## src/core/cac_defs.svh

```systemverilog
/*
 Register offsets, field positions, reset values and timing counts
 for the converter acquire and count controller. Assumes APB byte
 addresses and a 100 MHz system clock.
*/
// Contract
// - Time base from internal or external 10 MHz
// - Gate counts reference cycles, input counted inside
// - Select, clear, one gate, read after end
// - Multiplier passes, doubles or applies DC bias
// - Flag when IF amplitude exceeds input amplitude
// - Oscillator 400 to 500 MHz, 50 kHz steps
// - Preselector DAC gives 2 MHz resolution
// - IF threshold shown; guarded arm needs acquisition
`ifndef CAC_DEFS_SVH
`define CAC_DEFS_SVH

`define CAC_ADDR_CTRL 8'h00
`define CAC_ADDR_CMD 8'h04
`define CAC_ADDR_STATUS 8'h08
`define CAC_ADDR_COUNT 8'h0C
`define CAC_ADDR_OSC 8'h10
`define CAC_ADDR_FILTER 8'h14
`define CAC_ADDR_LIMITS 8'h18

`define CAC_CMD_CLEAR 0
`define CAC_CMD_ARM 1
`define CAC_ST_DONE 1
`define CAC_ST_NOSIG 4
`define CAC_ST_HIT 5
`define CAC_ST_REFUSED 6

`define CAC_CTRL_RST 9'h000
`define CAC_LOW_RST 14'h01F4
`define CAC_HIGH_RST 14'h2328

`define CAC_CLK_NS 10
`define CAC_REF_MHZ 10
`define CAC_GATE_1S_MS 1000
`define CAC_GATE_100MS_MS 100
`define CAC_GATE_10MS_MS 10
`define CAC_GATE_1MS_MS 1
`define CAC_OSC_STEP_MAX 11'h7D0
`define CAC_SEARCH_STEP 14'h0020
`define CAC_SETTLE_NS 2000

`endif

```

## src/core/cac_pkg.sv

```systemverilog
/*
 Types of the converter acquire and count controller.
 Assumes cac_defs.svh supplies the numeric constants.
*/
package cac_pkg;
  // Gate sequencer, one-hot
  typedef enum logic [2:0] {
    G_IDLE = 3'b001,
    G_ARMED = 3'b010,
    G_OPEN = 3'b100
  } cac_gate_t;

  // Preselector search sequencer, one-hot
  typedef enum logic [3:0] {
    S_IDLE = 4'b0001,
    S_SETTLE = 4'b0010,
    S_SAMPLE = 4'b0100,
    S_HIT = 4'b1000
  } cac_search_t;

  // Oscillator multiplier modes
  typedef enum logic [1:0] {
    MUL_PASS = 2'h0,
    MUL_DOUBLE = 2'h1,
    MUL_BIAS = 2'h2
  } cac_mul_t;

  // Control register layout, bit 0 first from the right
  typedef struct packed {
    logic ifGuard;
    logic searchEn;
    logic [1:0] multMode;
    logic [1:0] srcSel;
    logic [1:0] gateSel;
    logic refExt;
  } cac_ctrl_t;
endpackage

```

## src/core/cac_acquire_ctrl.sv

```systemverilog
/*
 Converter acquire and count controller: reference selection, gate
 generator, count chain, oscillator and preselector settings, search
 sweep and detector flags, reached over APB.
 Assumes pin inputs are asynchronous and the APB master is on clk.
*/
`timescale 1ns/1ps
`include "cac_defs.svh"

module cac_acquire_ctrl #(
  parameter int REF_PER_MS = `CAC_REF_MHZ * 1000,
  parameter int CNT_W = 32
) (
  // Clock and reset
  input wire logic clk,
  input wire logic reset,
  // APB slave
  input wire logic psel,
  input wire logic penable,
  input wire logic pwrite,
  input wire logic [7:0] paddr,
  input wire logic [31:0] pwdata,
  output logic [31:0] prdata,
  output logic pready,
  output logic pslverr,
  // Reference and count sources
  input wire logic refInt,
  input wire logic refExt,
  input wire logic [3:0] sigIn,
  // Detectors
  input wire logic [7:0] ifAmp,
  input wire logic [7:0] rfAmp,
  input wire logic ifThresh,
  input wire logic rfThresh,
  // Converter controls
  output logic gateOpen,
  output logic [10:0] oscStep,
  output logic [13:0] preselectorCenter,
  output logic mulPass,
  output logic mulDouble,
  output logic mulBiasOnly,
  output logic cmpFlag
);

  localparam int SETTLE_CYC = (`CAC_SETTLE_NS + `CAC_CLK_NS - 1) / `CAC_CLK_NS;

  // Gate length must fit the 24-bit reference counter
  if (REF_PER_MS < 1 || REF_PER_MS > 16000 || CNT_W < 8 || CNT_W > 32) begin : g_chk
    $error("cac_acquire_ctrl: unsupported parameter values");
  end

  // Reference cycles for a gate selection
  function automatic logic [23:0] gateLen(input logic [1:0] sel);
    int ms;
    case (sel)
      2'h0: ms = `CAC_GATE_1S_MS;
      2'h1: ms = `CAC_GATE_100MS_MS;
      2'h2: ms = `CAC_GATE_10MS_MS;
      default: ms = `CAC_GATE_1MS_MS;
    endcase
    return 24'(ms * REF_PER_MS);
  endfunction

  // Mapped register check
  function automatic logic mapped(input logic [7:0] a);
    return a == `CAC_ADDR_CTRL || a == `CAC_ADDR_CMD || a == `CAC_ADDR_STATUS ||
      a == `CAC_ADDR_COUNT || a == `CAC_ADDR_OSC || a == `CAC_ADDR_FILTER ||
      a == `CAC_ADDR_LIMITS;
  endfunction

  // Pin synchronisers, third stage only for edge detection
  logic [1:0] refS1, refS2, refS3;
  logic [3:0] sigS1, sigS2, sigS3;
  logic [7:0] ifAmpS1, ifAmpS2, rfAmpS1, rfAmpS2;
  logic ifThS1, ifThreshS, rfThS1, rfThreshS;
  always_ff @(posedge clk or posedge reset) begin
    if (reset) begin
      refS1 <= 2'h0;
      refS2 <= 2'h0;
      refS3 <= 2'h0;
      sigS1 <= 4'h0;
      sigS2 <= 4'h0;
      sigS3 <= 4'h0;
      ifAmpS1 <= 8'h00;
      ifAmpS2 <= 8'h00;
      rfAmpS1 <= 8'h00;
      rfAmpS2 <= 8'h00;
      ifThS1 <= 1'b0;
      ifThreshS <= 1'b0;
      rfThS1 <= 1'b0;
      rfThreshS <= 1'b0;
    end else begin
      refS1 <= {refExt, refInt};
      refS2 <= refS1;
      refS3 <= refS2;
      sigS1 <= sigIn;
      sigS2 <= sigS1;
      sigS3 <= sigS2;
      ifAmpS1 <= ifAmp;
      ifAmpS2 <= ifAmpS1;
      rfAmpS1 <= rfAmp;
      rfAmpS2 <= rfAmpS1;
      ifThS1 <= ifThresh;
      ifThreshS <= ifThS1;
      rfThS1 <= rfThresh;
      rfThreshS <= rfThS1;
    end
  end

  cac_pkg::cac_ctrl_t ctrl, next_ctrl;
  logic refTick, sigEdge, wrEn, clrCmd, armCmd;
  assign refTick = ctrl.refExt ? (refS2[1] & ~refS3[1]) : (refS2[0] & ~refS3[0]);
  assign sigEdge = sigS2[ctrl.srcSel] & ~sigS3[ctrl.srcSel];
  assign wrEn = psel & penable & pready & pwrite & ~pslverr;
  assign clrCmd = wrEn && paddr == `CAC_ADDR_CMD && pwdata[`CAC_CMD_CLEAR];
  assign armCmd = wrEn && paddr == `CAC_ADDR_CMD && pwdata[`CAC_CMD_ARM];

  // Gate generator and count chain
  cac_pkg::cac_gate_t gst, next_gst;
  logic [23:0] gateCnt, next_gateCnt;
  logic [CNT_W-1:0] count, next_count;
  logic stsDone, next_done, refused, next_refused, next_gateOpen;
  always_comb begin
    next_gst = gst;
    next_gateCnt = gateCnt;
    next_count = count;
    next_done = clrCmd ? 1'b0 : stsDone;
    next_refused = refused;
    if (wrEn && paddr == `CAC_ADDR_STATUS) begin
      if (pwdata[`CAC_ST_DONE]) next_done = 1'b0;
      if (pwdata[`CAC_ST_REFUSED]) next_refused = 1'b0;
    end
    case (gst)
      cac_pkg::G_IDLE: begin
        // guarded arm is refused without IF acquisition
        if (armCmd && ctrl.ifGuard && !ifThreshS) begin
          next_refused = 1'b1;
        end else if (armCmd) begin
          next_gst = cac_pkg::G_ARMED;
        end
      end
      cac_pkg::G_ARMED: begin
        // gate opens on a reference edge
        if (refTick) begin
          next_gst = cac_pkg::G_OPEN;
          next_gateCnt = gateLen(ctrl.gateSel) - 24'h000001;
        end
      end
      cac_pkg::G_OPEN: begin
        if (sigEdge) next_count = count + 1'b1;
        if (refTick) begin
          if (gateCnt == 24'h000000) begin
            next_gst = cac_pkg::G_IDLE;
            next_done = 1'b1;
          end else begin
            next_gateCnt = gateCnt - 24'h000001;
          end
        end
      end
      default: next_gst = cac_pkg::G_IDLE;
    endcase
    if (clrCmd) next_count = '0;
    next_gateOpen = next_gst == cac_pkg::G_OPEN;
  end

  always_ff @(posedge clk or posedge reset) begin
    if (reset) begin
      gst <= cac_pkg::G_IDLE;
      gateCnt <= 24'h000000;
      count <= '0;
      stsDone <= 1'b0;
      refused <= 1'b0;
      gateOpen <= 1'b0;
    end else begin
      gst <= next_gst;
      gateCnt <= next_gateCnt;
      count <= next_count;
      stsDone <= next_done;
      refused <= next_refused;
      gateOpen <= next_gateOpen;
    end
  end

  // Search sweep and converter settings
  cac_pkg::cac_search_t sst, next_sst;
  logic [7:0] settle, next_settle;
  logic [13:0] lowLim, highLim, next_low, next_high, next_presel, stepUp;
  logic [10:0] next_osc;
  logic noSig, next_noSig, hit, next_hit;
  assign stepUp = preselectorCenter + `CAC_SEARCH_STEP;
  always_comb begin
    next_ctrl = ctrl;
    next_osc = oscStep;
    next_presel = preselectorCenter;
    next_low = lowLim;
    next_high = highLim;
    next_sst = sst;
    next_settle = settle;
    next_noSig = noSig;
    next_hit = hit;
    if (wrEn && paddr == `CAC_ADDR_CTRL) next_ctrl = cac_pkg::cac_ctrl_t'(pwdata[8:0]);
    // 50 kHz steps above 400 MHz
    if (wrEn && paddr == `CAC_ADDR_OSC && pwdata[10:0] <= `CAC_OSC_STEP_MAX) begin
      next_osc = pwdata[10:0];
    end
    if (wrEn && paddr == `CAC_ADDR_FILTER && sst == cac_pkg::S_IDLE) begin
      next_presel = pwdata[13:0];
    end
    if (wrEn && paddr == `CAC_ADDR_LIMITS) begin
      next_low = pwdata[13:0];
      next_high = pwdata[29:16];
    end
    if (wrEn && paddr == `CAC_ADDR_STATUS) begin
      if (pwdata[`CAC_ST_NOSIG]) next_noSig = 1'b0;
      if (pwdata[`CAC_ST_HIT]) next_hit = 1'b0;
    end
    case (sst)
      cac_pkg::S_IDLE: begin
        if (ctrl.searchEn) begin
          next_presel = lowLim;
          next_settle = 8'(SETTLE_CYC - 1);
          next_sst = cac_pkg::S_SETTLE;
        end
      end
      cac_pkg::S_SETTLE: begin
        if (settle == 8'h00) next_sst = cac_pkg::S_SAMPLE;
        else next_settle = settle - 8'h01;
      end
      cac_pkg::S_SAMPLE: begin
        next_settle = 8'(SETTLE_CYC - 1);
        if (rfThreshS) begin
          next_hit = 1'b1;
          next_sst = cac_pkg::S_HIT;
        end else if (stepUp > highLim || stepUp < preselectorCenter) begin
          next_noSig = 1'b1;
          next_presel = lowLim;
          next_sst = cac_pkg::S_SETTLE;
        end else begin
          next_presel = stepUp;
          next_sst = cac_pkg::S_SETTLE;
        end
      end
      cac_pkg::S_HIT: begin
        // Software owns the filter until it clears the hit flag
        if (wrEn && paddr == `CAC_ADDR_FILTER) next_presel = pwdata[13:0];
        if (!hit) begin
          next_sst = cac_pkg::S_SAMPLE;
        end
      end
      default: next_sst = cac_pkg::S_IDLE;
    endcase
    if (!ctrl.searchEn) next_sst = cac_pkg::S_IDLE;
    if (sst == cac_pkg::S_SAMPLE && rfThreshS) next_hit = 1'b1;
  end

  always_ff @(posedge clk or posedge reset) begin
    if (reset) begin
      ctrl <= cac_pkg::cac_ctrl_t'(`CAC_CTRL_RST);
      oscStep <= 11'h000;
      preselectorCenter <= 14'h0000;
      lowLim <= `CAC_LOW_RST;
      highLim <= `CAC_HIGH_RST;
      sst <= cac_pkg::S_IDLE;
      settle <= 8'h00;
      noSig <= 1'b0;
      hit <= 1'b0;
    end else begin
      ctrl <= next_ctrl;
      oscStep <= next_osc;
      preselectorCenter <= next_presel;
      lowLim <= next_low;
      highLim <= next_high;
      sst <= next_sst;
      settle <= next_settle;
      noSig <= next_noSig;
      hit <= next_hit;
    end
  end

  // Multiplier select and amplitude comparator
  always_ff @(posedge clk or posedge reset) begin
    if (reset) begin
      mulPass <= 1'b1;
      mulDouble <= 1'b0;
      mulBiasOnly <= 1'b0;
      cmpFlag <= 1'b0;
    end else begin
      mulPass <= ctrl.multMode == cac_pkg::MUL_PASS;
      mulDouble <= ctrl.multMode == cac_pkg::MUL_DOUBLE;
      mulBiasOnly <= ctrl.multMode[1];
      cmpFlag <= ifAmpS2 > rfAmpS2;
    end
  end

  // APB: answer in the cycle after setup
  logic [31:0] next_prdata;
  always_comb begin
    next_prdata = prdata;
    if (psel && !penable && !pwrite) begin
      if (paddr == `CAC_ADDR_CTRL) next_prdata = {23'h0, ctrl};
      else if (paddr == `CAC_ADDR_STATUS) begin
        next_prdata = {25'h0, refused, hit, noSig, ifThreshS, cmpFlag, stsDone, gateOpen};
      end else if (paddr == `CAC_ADDR_COUNT) next_prdata = 32'(count);
      else if (paddr == `CAC_ADDR_OSC) next_prdata = {21'h0, oscStep};
      else if (paddr == `CAC_ADDR_FILTER) next_prdata = {18'h0, preselectorCenter};
      else if (paddr == `CAC_ADDR_LIMITS) next_prdata = {2'h0, highLim, 2'h0, lowLim};
      else next_prdata = 32'h0000_0000;
    end
  end

  always_ff @(posedge clk or posedge reset) begin
    if (reset) begin
      prdata <= 32'h0000_0000;
      pready <= 1'b0;
      pslverr <= 1'b0;
    end else begin
      prdata <= next_prdata;
      pready <= psel & ~penable;
      pslverr <= psel & ~penable & ~mapped(paddr);
    end
  end
endmodule

```

## config.mk

```make
export PLATFORM = sky130hd
export DESIGN_NAME = cac_acquire_ctrl
export DESIGN_NICKNAME = d
export VERILOG_FILES = /design/src/core/cac_pkg.sv /design/src/core/cac_acquire_ctrl.sv
export VERILOG_INCLUDE_DIRS = /design/src /design/src/core
export SDC_FILE = /design/constraint.sdc
export NUM_CORES = 1
export LEC_CHECK = 0
export ABC_AREA = 1
export BUFFER_PORTS_ARGS = -buffer_cell sky130_fd_sc_hd__clkbuf_2
export CAP_MARGIN = 30
export CORE_ASPECT_RATIO = 1.4
export CORE_UTILIZATION = 55
export CTS_BUF_LIST = sky130_fd_sc_hd__clkbuf_8
export DETAILED_ROUTE_END_ITERATION = 10
export MAX_ROUTING_LAYER = met4
export PLACE_DENSITY = 0.75
export SKIP_LAST_GASP = 1
export SLEW_MARGIN = 20
export SYNTH_ARGS = -nofsm -noshare
export SYNTH_HDL_FRONTEND = slang
export SYNTH_SLANG_ARGS = --single-unit
```

## constraint.sdc

```tcl
create_clock -name clk -period 17.3 [get_ports clk]
set_input_delay 1.73 -clock clk [delete_from_list [all_inputs] [get_ports clk]]
set_output_delay 1.73 -clock clk [all_outputs]
set_load 0.02 [all_outputs]
```

# --- Word-level counts from Yosys, hierarchy flattened ---
# Index checks and enable logic that the tools add are counted.
op_classes:
  n_eq_ne: 24
  multipliers: 1
  magnitude_cmp: 5
  bitwise_logic: 15
  muxes: 61
  reduce_logical: 38
  add_sub_neg: 5
ops:
  columns: ["cell", "count"]
  rows:
  - ["32-bit 2-to-1 mux", 8]
  - ["30-bit 2-to-1 mux", 3]
  - ["24-bit 2-to-1 mux", 3]
  - ["14-bit 2-to-1 mux", 5]
  - ["24-bit case mux with 2 select lines", 1]
  - ["24-bit by 1-bit subtractor with 24-bit output, second input constant", 2]
  - ["14-bit case mux with 3 select lines", 1]
  - ["32-bit by 1-bit adder with 32-bit output, second input constant", 1]
  - ["32-bit by 11-bit multiplier with 20-bit output, second input constant", 1]
  - ["10-bit case mux with 3 select lines", 1]
  - ["8-bit by 5-bit == test with 1-bit output, second input constant", 3]
  - ["24-bit zero test", 1]
  - ["8-bit case mux with 3 select lines", 1]
  - ["1-bit 2-to-1 mux", 23]
  - ["8-bit by 4-bit == test with 1-bit output, second input constant", 2]
  - ["8-bit zero test", 2]
  - ["4-bit 2-to-1 mux", 4]
  - ["8-bit 2-to-1 mux", 2]
  - ["4-bit case mux with 4 select lines", 1]
  - ["1-bit logical AND", 15]
  - ["3-bit 2-to-1 mux", 5]
  - ["14-bit by 6-bit adder with 14-bit output, second input constant", 1]
  - ["14-bit > comparator", 1]
  - ["14-bit < comparator", 1]
  - ["other kinds (28)", 61]
totals:
  in_bits: 69
  ff_bits: 230
  word_cells: 190
  output_inout_bits: 64

# --- Longest topological paths before layout ---
logic_depth:
  ltp_word: 12
  ltp_mapped: 20
  mapped_depth_nobuf: 19

# --- Worst setup path before layout ---
# No wires, ideal clock.
synth_path:
  kind: "input -> register"
  from: "input paddr[1]"
  to: "register count[26]"
  stages: 11
  path_slack_ns: 14.305
  arrival_ns: 2.878
  setup_time_ns: 0.117
  cell_sequence: "nor2_2 -> nand2_2 -> nor2_4 -> nand3_4 -> nand2_4 -> inv_4 -> buf_6 -> nor3_2 -> nand4_1 -> nor2_1 -> nor2_1"
synth_via:
  elab_chain_len: 5
synth_lines:
  columns: ["element", "line_no", "text"]
  rows:
  - ["from (decl)", "cac_acquire_ctrl.sv:21", "input wire logic [7:0] paddr,"]
  - ["8-bit by 3-bit == test with 1-bit output (no source line) *", null, null]
  - ["1-bit logical AND (no source line) *", null, null]
  - ["1-bit logical AND *", "cac_acquire_ctrl.sv:115", "assign clrCmd = wrEn && paddr == `CAC_ADDR_CMD && pwdata[`CAC_CMD_CLEAR];"]
  - ["2-bit nonzero test (no source line)", null, null]
  - ["2-bit AND reduction (no source line)", null, null]
  - ["to (signal assigned)", "cac_acquire_ctrl.sv:177", "count <= next_count;"]
  - ["to (decl)", "cac_acquire_ctrl.sv:121", "logic [CNT_W-1:0] count, next_count;"]
# Mark *: on every way between the ends. The rest lies on a longest branch, timed or not.
# A chain may end at the register's enable or synchronous reset.

# --- Final worst setup path ---
layout_path:
  from: "input paddr[7]"
  to: "register prdata[11]"
layout_via:
  elab_chain_len: 7
layout_lines:
  columns: ["element", "line_no", "text"]
  rows:
  - ["8-bit by 5-bit == test with 1-bit output (no source line)", null, null]
  - ["30-bit 2-to-1 mux", "cac_acquire_ctrl.sv:306", "else if (paddr == `CAC_ADDR_LIMITS) next_prdata = {2'h0, highLim, 2'h0, lowLim};"]
  - ["30-bit 2-to-1 mux", "cac_acquire_ctrl.sv:305", "else if (paddr == `CAC_ADDR_FILTER) next_prdata = {18'h0, preselectorCenter};"]
  - ["30-bit 2-to-1 mux", "cac_acquire_ctrl.sv:304", "else if (paddr == `CAC_ADDR_OSC) next_prdata = {21'h0, oscStep};"]
  - ["32-bit 2-to-1 mux", "cac_acquire_ctrl.sv:303", "end else if (paddr == `CAC_ADDR_COUNT) next_prdata = 32'(count);"]
  - ["32-bit 2-to-1 mux", "cac_acquire_ctrl.sv:301", "else if (paddr == `CAC_ADDR_STATUS) begin"]
  - ["32-bit 2-to-1 mux *", "cac_acquire_ctrl.sv:300", "if (paddr == `CAC_ADDR_CTRL) next_prdata = {23'h0, ctrl};"]
  - ["to (signal assigned)", "cac_acquire_ctrl.sv:317", "prdata <= next_prdata;"]
  - ["to (decl)", "cac_acquire_ctrl.sv:23", "output logic [31:0] prdata,"]
# Marked as above.

==> flow_metrics.py <==
metrics = {
    "outcome": {
        "outcome": "complete, no violations",
    },
    "worst_setup_path": {
        "endpoint_kind": "flop",
        "worstPathMaxFanout": 43,
        "rr_worst_depth": 15,
        "critPathArrivalTime_ps": 4350,
        "cpMostUsedCell": "o21ai_0",
        "ff2ff_setup_slack_ps": 13760,
        "crit_path_start_kind": "input pin",
        "path_cells": "clkbuf_2, nor2_2, nand3_2, inv_2, nand3_1, nor2_1, inv_2, o21ai_0, o21ai_0, o21ai_0",
        "worst_path_max_delay_cell": "nor2_1",
        "criticalPathCategory": "input pin to flop",
        "slowest_delay_ps": 710,
        "worst_ep_required_time_ps": 17770,
    },
    "synth": {
        "synth_area_um2": 12980,
        "synth_cell_type_count": 53,
        "ys_seq_area_share_pct": 44.49,
        "ys_ff_latch": 230,
        "syn_nets": 1784,
        "avgSynthCellArea_um2": 7.799,
        "ys.flop_type": "dfrtp_1",
        "yosys_warnings": 0,
        "syn_inst": 1664,
        "synth_edf_count": 0,
        "async_reset_ff_share_pct": 100.0,
    },
    "sta": {
        "fmax_mhz": 258.3,
        "rsz0062_at_grt": "no",
        "report.final.hold_viol_count": 0,
        "min_period_ps": 3872,
        "final.setup.worst_slack_ps": 13430,
        "period_share_pct": 22.38,
        "max_slew_margin_pct": 38.56,
        "worst_slew_pin_slew_ps": 918.2,
        "tns_ps": 0,
        "setup_viol": 0,
        "skew_ps": 20.04,
        "slew_violations": 0,
    },
    "pwr": {
        "ir_worst_vdd_v": 0.00006227,
        "seqPwrFrac_pct": 44.1,
        "leakage_nw": 7.588,
        "internal-power_w": 0.0008989,
        "power.total_w": 0.001320,
        "switching_share_pct": 31.93,
        "p_per_area_nw_per_um2": 90.10,
        "clkPwrFrac_pct": 37.6,
        "pwr-share-comb_pct": 18.4,
        "power.switching_w": 0.0004216,
    },
    "clocking": {
        "numCtsBuffers": 38,
        "clk_pin_slew_worst_paths_ps": 60,
        "clk_path_buf_depth": 3,
        "postCtsHoldBufs": 0,
        "insertion_delay_ps": 560,
        "cts.sinks": 230,
        "cts_root_buf": "clkbuf_8",
        "htreeDepth": 2,
        "post_cts_buffers": 0,
        "post_cts_resized": 0,
        "cts_tree": "done",
    },
    "floorplan": {
        "dieWidth_um": 131.8,
        "coreArea_um2": 23200,
        "io_pins": 133,
        "start_util_pct": 55.93,
        "rows": 66,
        "die_h_um": 183.8,
        "dieArea_um2": 24220,
    },
    "routing": {
        "firstDrtPassIters": 6,
        "ant_nets": 0,
        "wl_um": 35780,
        "vias": 12020,
        "drc": 0,
        "drt_iter0_drc": 1115,
        "wl_per_cell_um": 16.87,
        "vias_per_cell": 5.666,
    },
    "min_path": {
        "hold_path.class": "flop to flop",
        "hold-path-cell-count": 0,
    },
    "place": {
        "post-place-ws_ps": 12930,
        "dp_hpwl_um": 25720,
        "place_congestion": 0.9861,
        "place_inst": 2048,
        "io_buffer_count": 128,
    },
    "cells_and_area": {
        "fillers": 2096,
        "multi_input_area_um2": 6145,
        "drive_gt1_share_pct": 15.81,
        "syn2layout_area_growth_pct": 12.93,
        "diodes": 0,
        "nets": 1906,
        "final_cells": 2121,
        "ff_latch_area_um2": 5773,
    },
    "global_routing": {
        "grt_overflow_total": 0,
        "grt_first_pass_wirelength_um": 57200,
        "grt_pass1_vias": 11150,
        "grt_antenna_before_repair": 0,
        "grt_max_degree": 104,
        "grtUsageTotal_pct": 30.81,
    },
    "run": {
        "cap_violations": 0,
    },
}
per-layer routing:
metal / global-route usage, % / part of all wire, % / vias up
met5: - / 0 / -
met1: 38.32 / 40 / 5641
met4: 14.79 / 4.7 / 0
met2: 49.31 / 48 / 510
li1: - / - / 5744
met3: 4.770 / 7.0 / 122
flip-flops by register name, indices dropped and copies added, names as in the netlist, 8 cells and up:
register	cells
count	32
ifAmpS2	8
highLim	14
gateCnt	24
rfAmpS1	8
rfAmpS2	8
settle	8
preselectorCenter	14
ifAmpS1	8
lowLim	14
oscStep	11
ctrl	9
prdata	32
cell families after synthesis:
logic type / after synthesis / synth area share (%)
AND/OR/NAND/NOR: 793 / 27.95
AO/OA/AOI/OAI: 309 / 13.24
buffers and inverters: 264 / 8.186
flip-flops: 230 / 44.49
adder cells (fa/ha/maj): 51 / 4.975
XOR/XNOR: 16 / 1.080
multiplexers: 1 / 0.08677
power by group through the flow:
stage / registers, W / logic, W / clock network, W
6_report: 0.000582 / 0.000242 / 0.000496
5_1_grt: 0.000584 / 0.000271 / 0.000525
2_1_floorplan: 0.000595 / 0.000175 / 0
3_3_place_gp: 0.000591 / 0.000231 / 0
4_1_cts: 0.000582 / 0.000240 / 0.000503
3_5_place_dp: 0.000592 / 0.000239 / 0
synthesized netlist by cell type (6+ instances only):
cell type,count,area [µm²]
a211oi_1,6,45.04
a21oi_1,92,460.4
buf_2,18,90.09
clkbuf_1,29,108.9
dfrtp_1,216,5405
dfstp_2,14,367.9
ha_1,50,625.6
inv_1,193,724.4
inv_2,14,52.55
nand2_1,365,1370
nand2_2,9,56.30
nand3_1,127,635.6
nand3_2,10,100.1
nand3b_1,9,67.56
nand4_1,38,237.7
nor2_1,159,596.8
nor2_2,12,75.07
nor2_4,7,78.83
nor3_1,34,170.2
o211ai_1,7,52.55
o21ai_0,133,665.6
o21ai_1,28,140.1
o221ai_1,7,61.31
o31ai_1,10,75.07
xor2_1,12,105.1
through the flow:
step | util, % | hold WS, ps | instance area, µm²
3_5_place_dp | 59.34 | 334.7 | 13770
2_1_floorplan | - | 331.2 | 12980
4_1_cts | 62.78 | 347.9 | 14570
5_1_grt | 63.16 | 345.0 | 14660
3_3_place_gp | 59.34 | 333.1 | 13770
6_report | 63.16 | 345.6 | 14660
cell usage in the layout, fill, tap and decap left out, types with 12 or more instances in the layout:
master	synthesis	final
inv_1	193	204
nand2_1	365	365
nor2_1	159	158
ha_1	50	50
nand3_1	127	127
dfrtp_1	216	216
nor3_1	34	34
dfstp_2	14	14
o21ai_1	28	28
nor2_2	12	13
clkbuf_2	0	128
clkbuf_8	0	50
nand4_1	38	38
a21oi_1	92	92
o21ai_0	133	133
xor2_1	12	12
inv_2	14	14
critical path, delay by kind of cell:
family	cells	cell delay, ps
AO/OA/AOI/OAI	3	720
AND/OR/NAND/NOR	4	1150
buffers and inverters	3	700
area by class of cell:
type	instances	area share, %
clock buffers	50	4.696
clock inverters	19	0.7598
inverters	210	5.447
multi-input cells	1170	41.93
flip-flops and latches	230	39.39
well taps	306	2.612
repair buffers	136	5.165
path summary, 6_finish.rpt:
kind / from / endpoint
setup / recovery: paddr[7] / prdata[11]
hold / removal: refS1[0] / refS2[0]
setup reg to reg: preselectorCenter[5] / preselectorCenter[3]
hold reg to reg: refS1[0] / refS2[0]
max in group asynchronous: reset / preselectorCenter[7]
min in group asynchronous: reset / rfAmpS1[5]
Note: power is estimated with default switching activity, not from simulation.
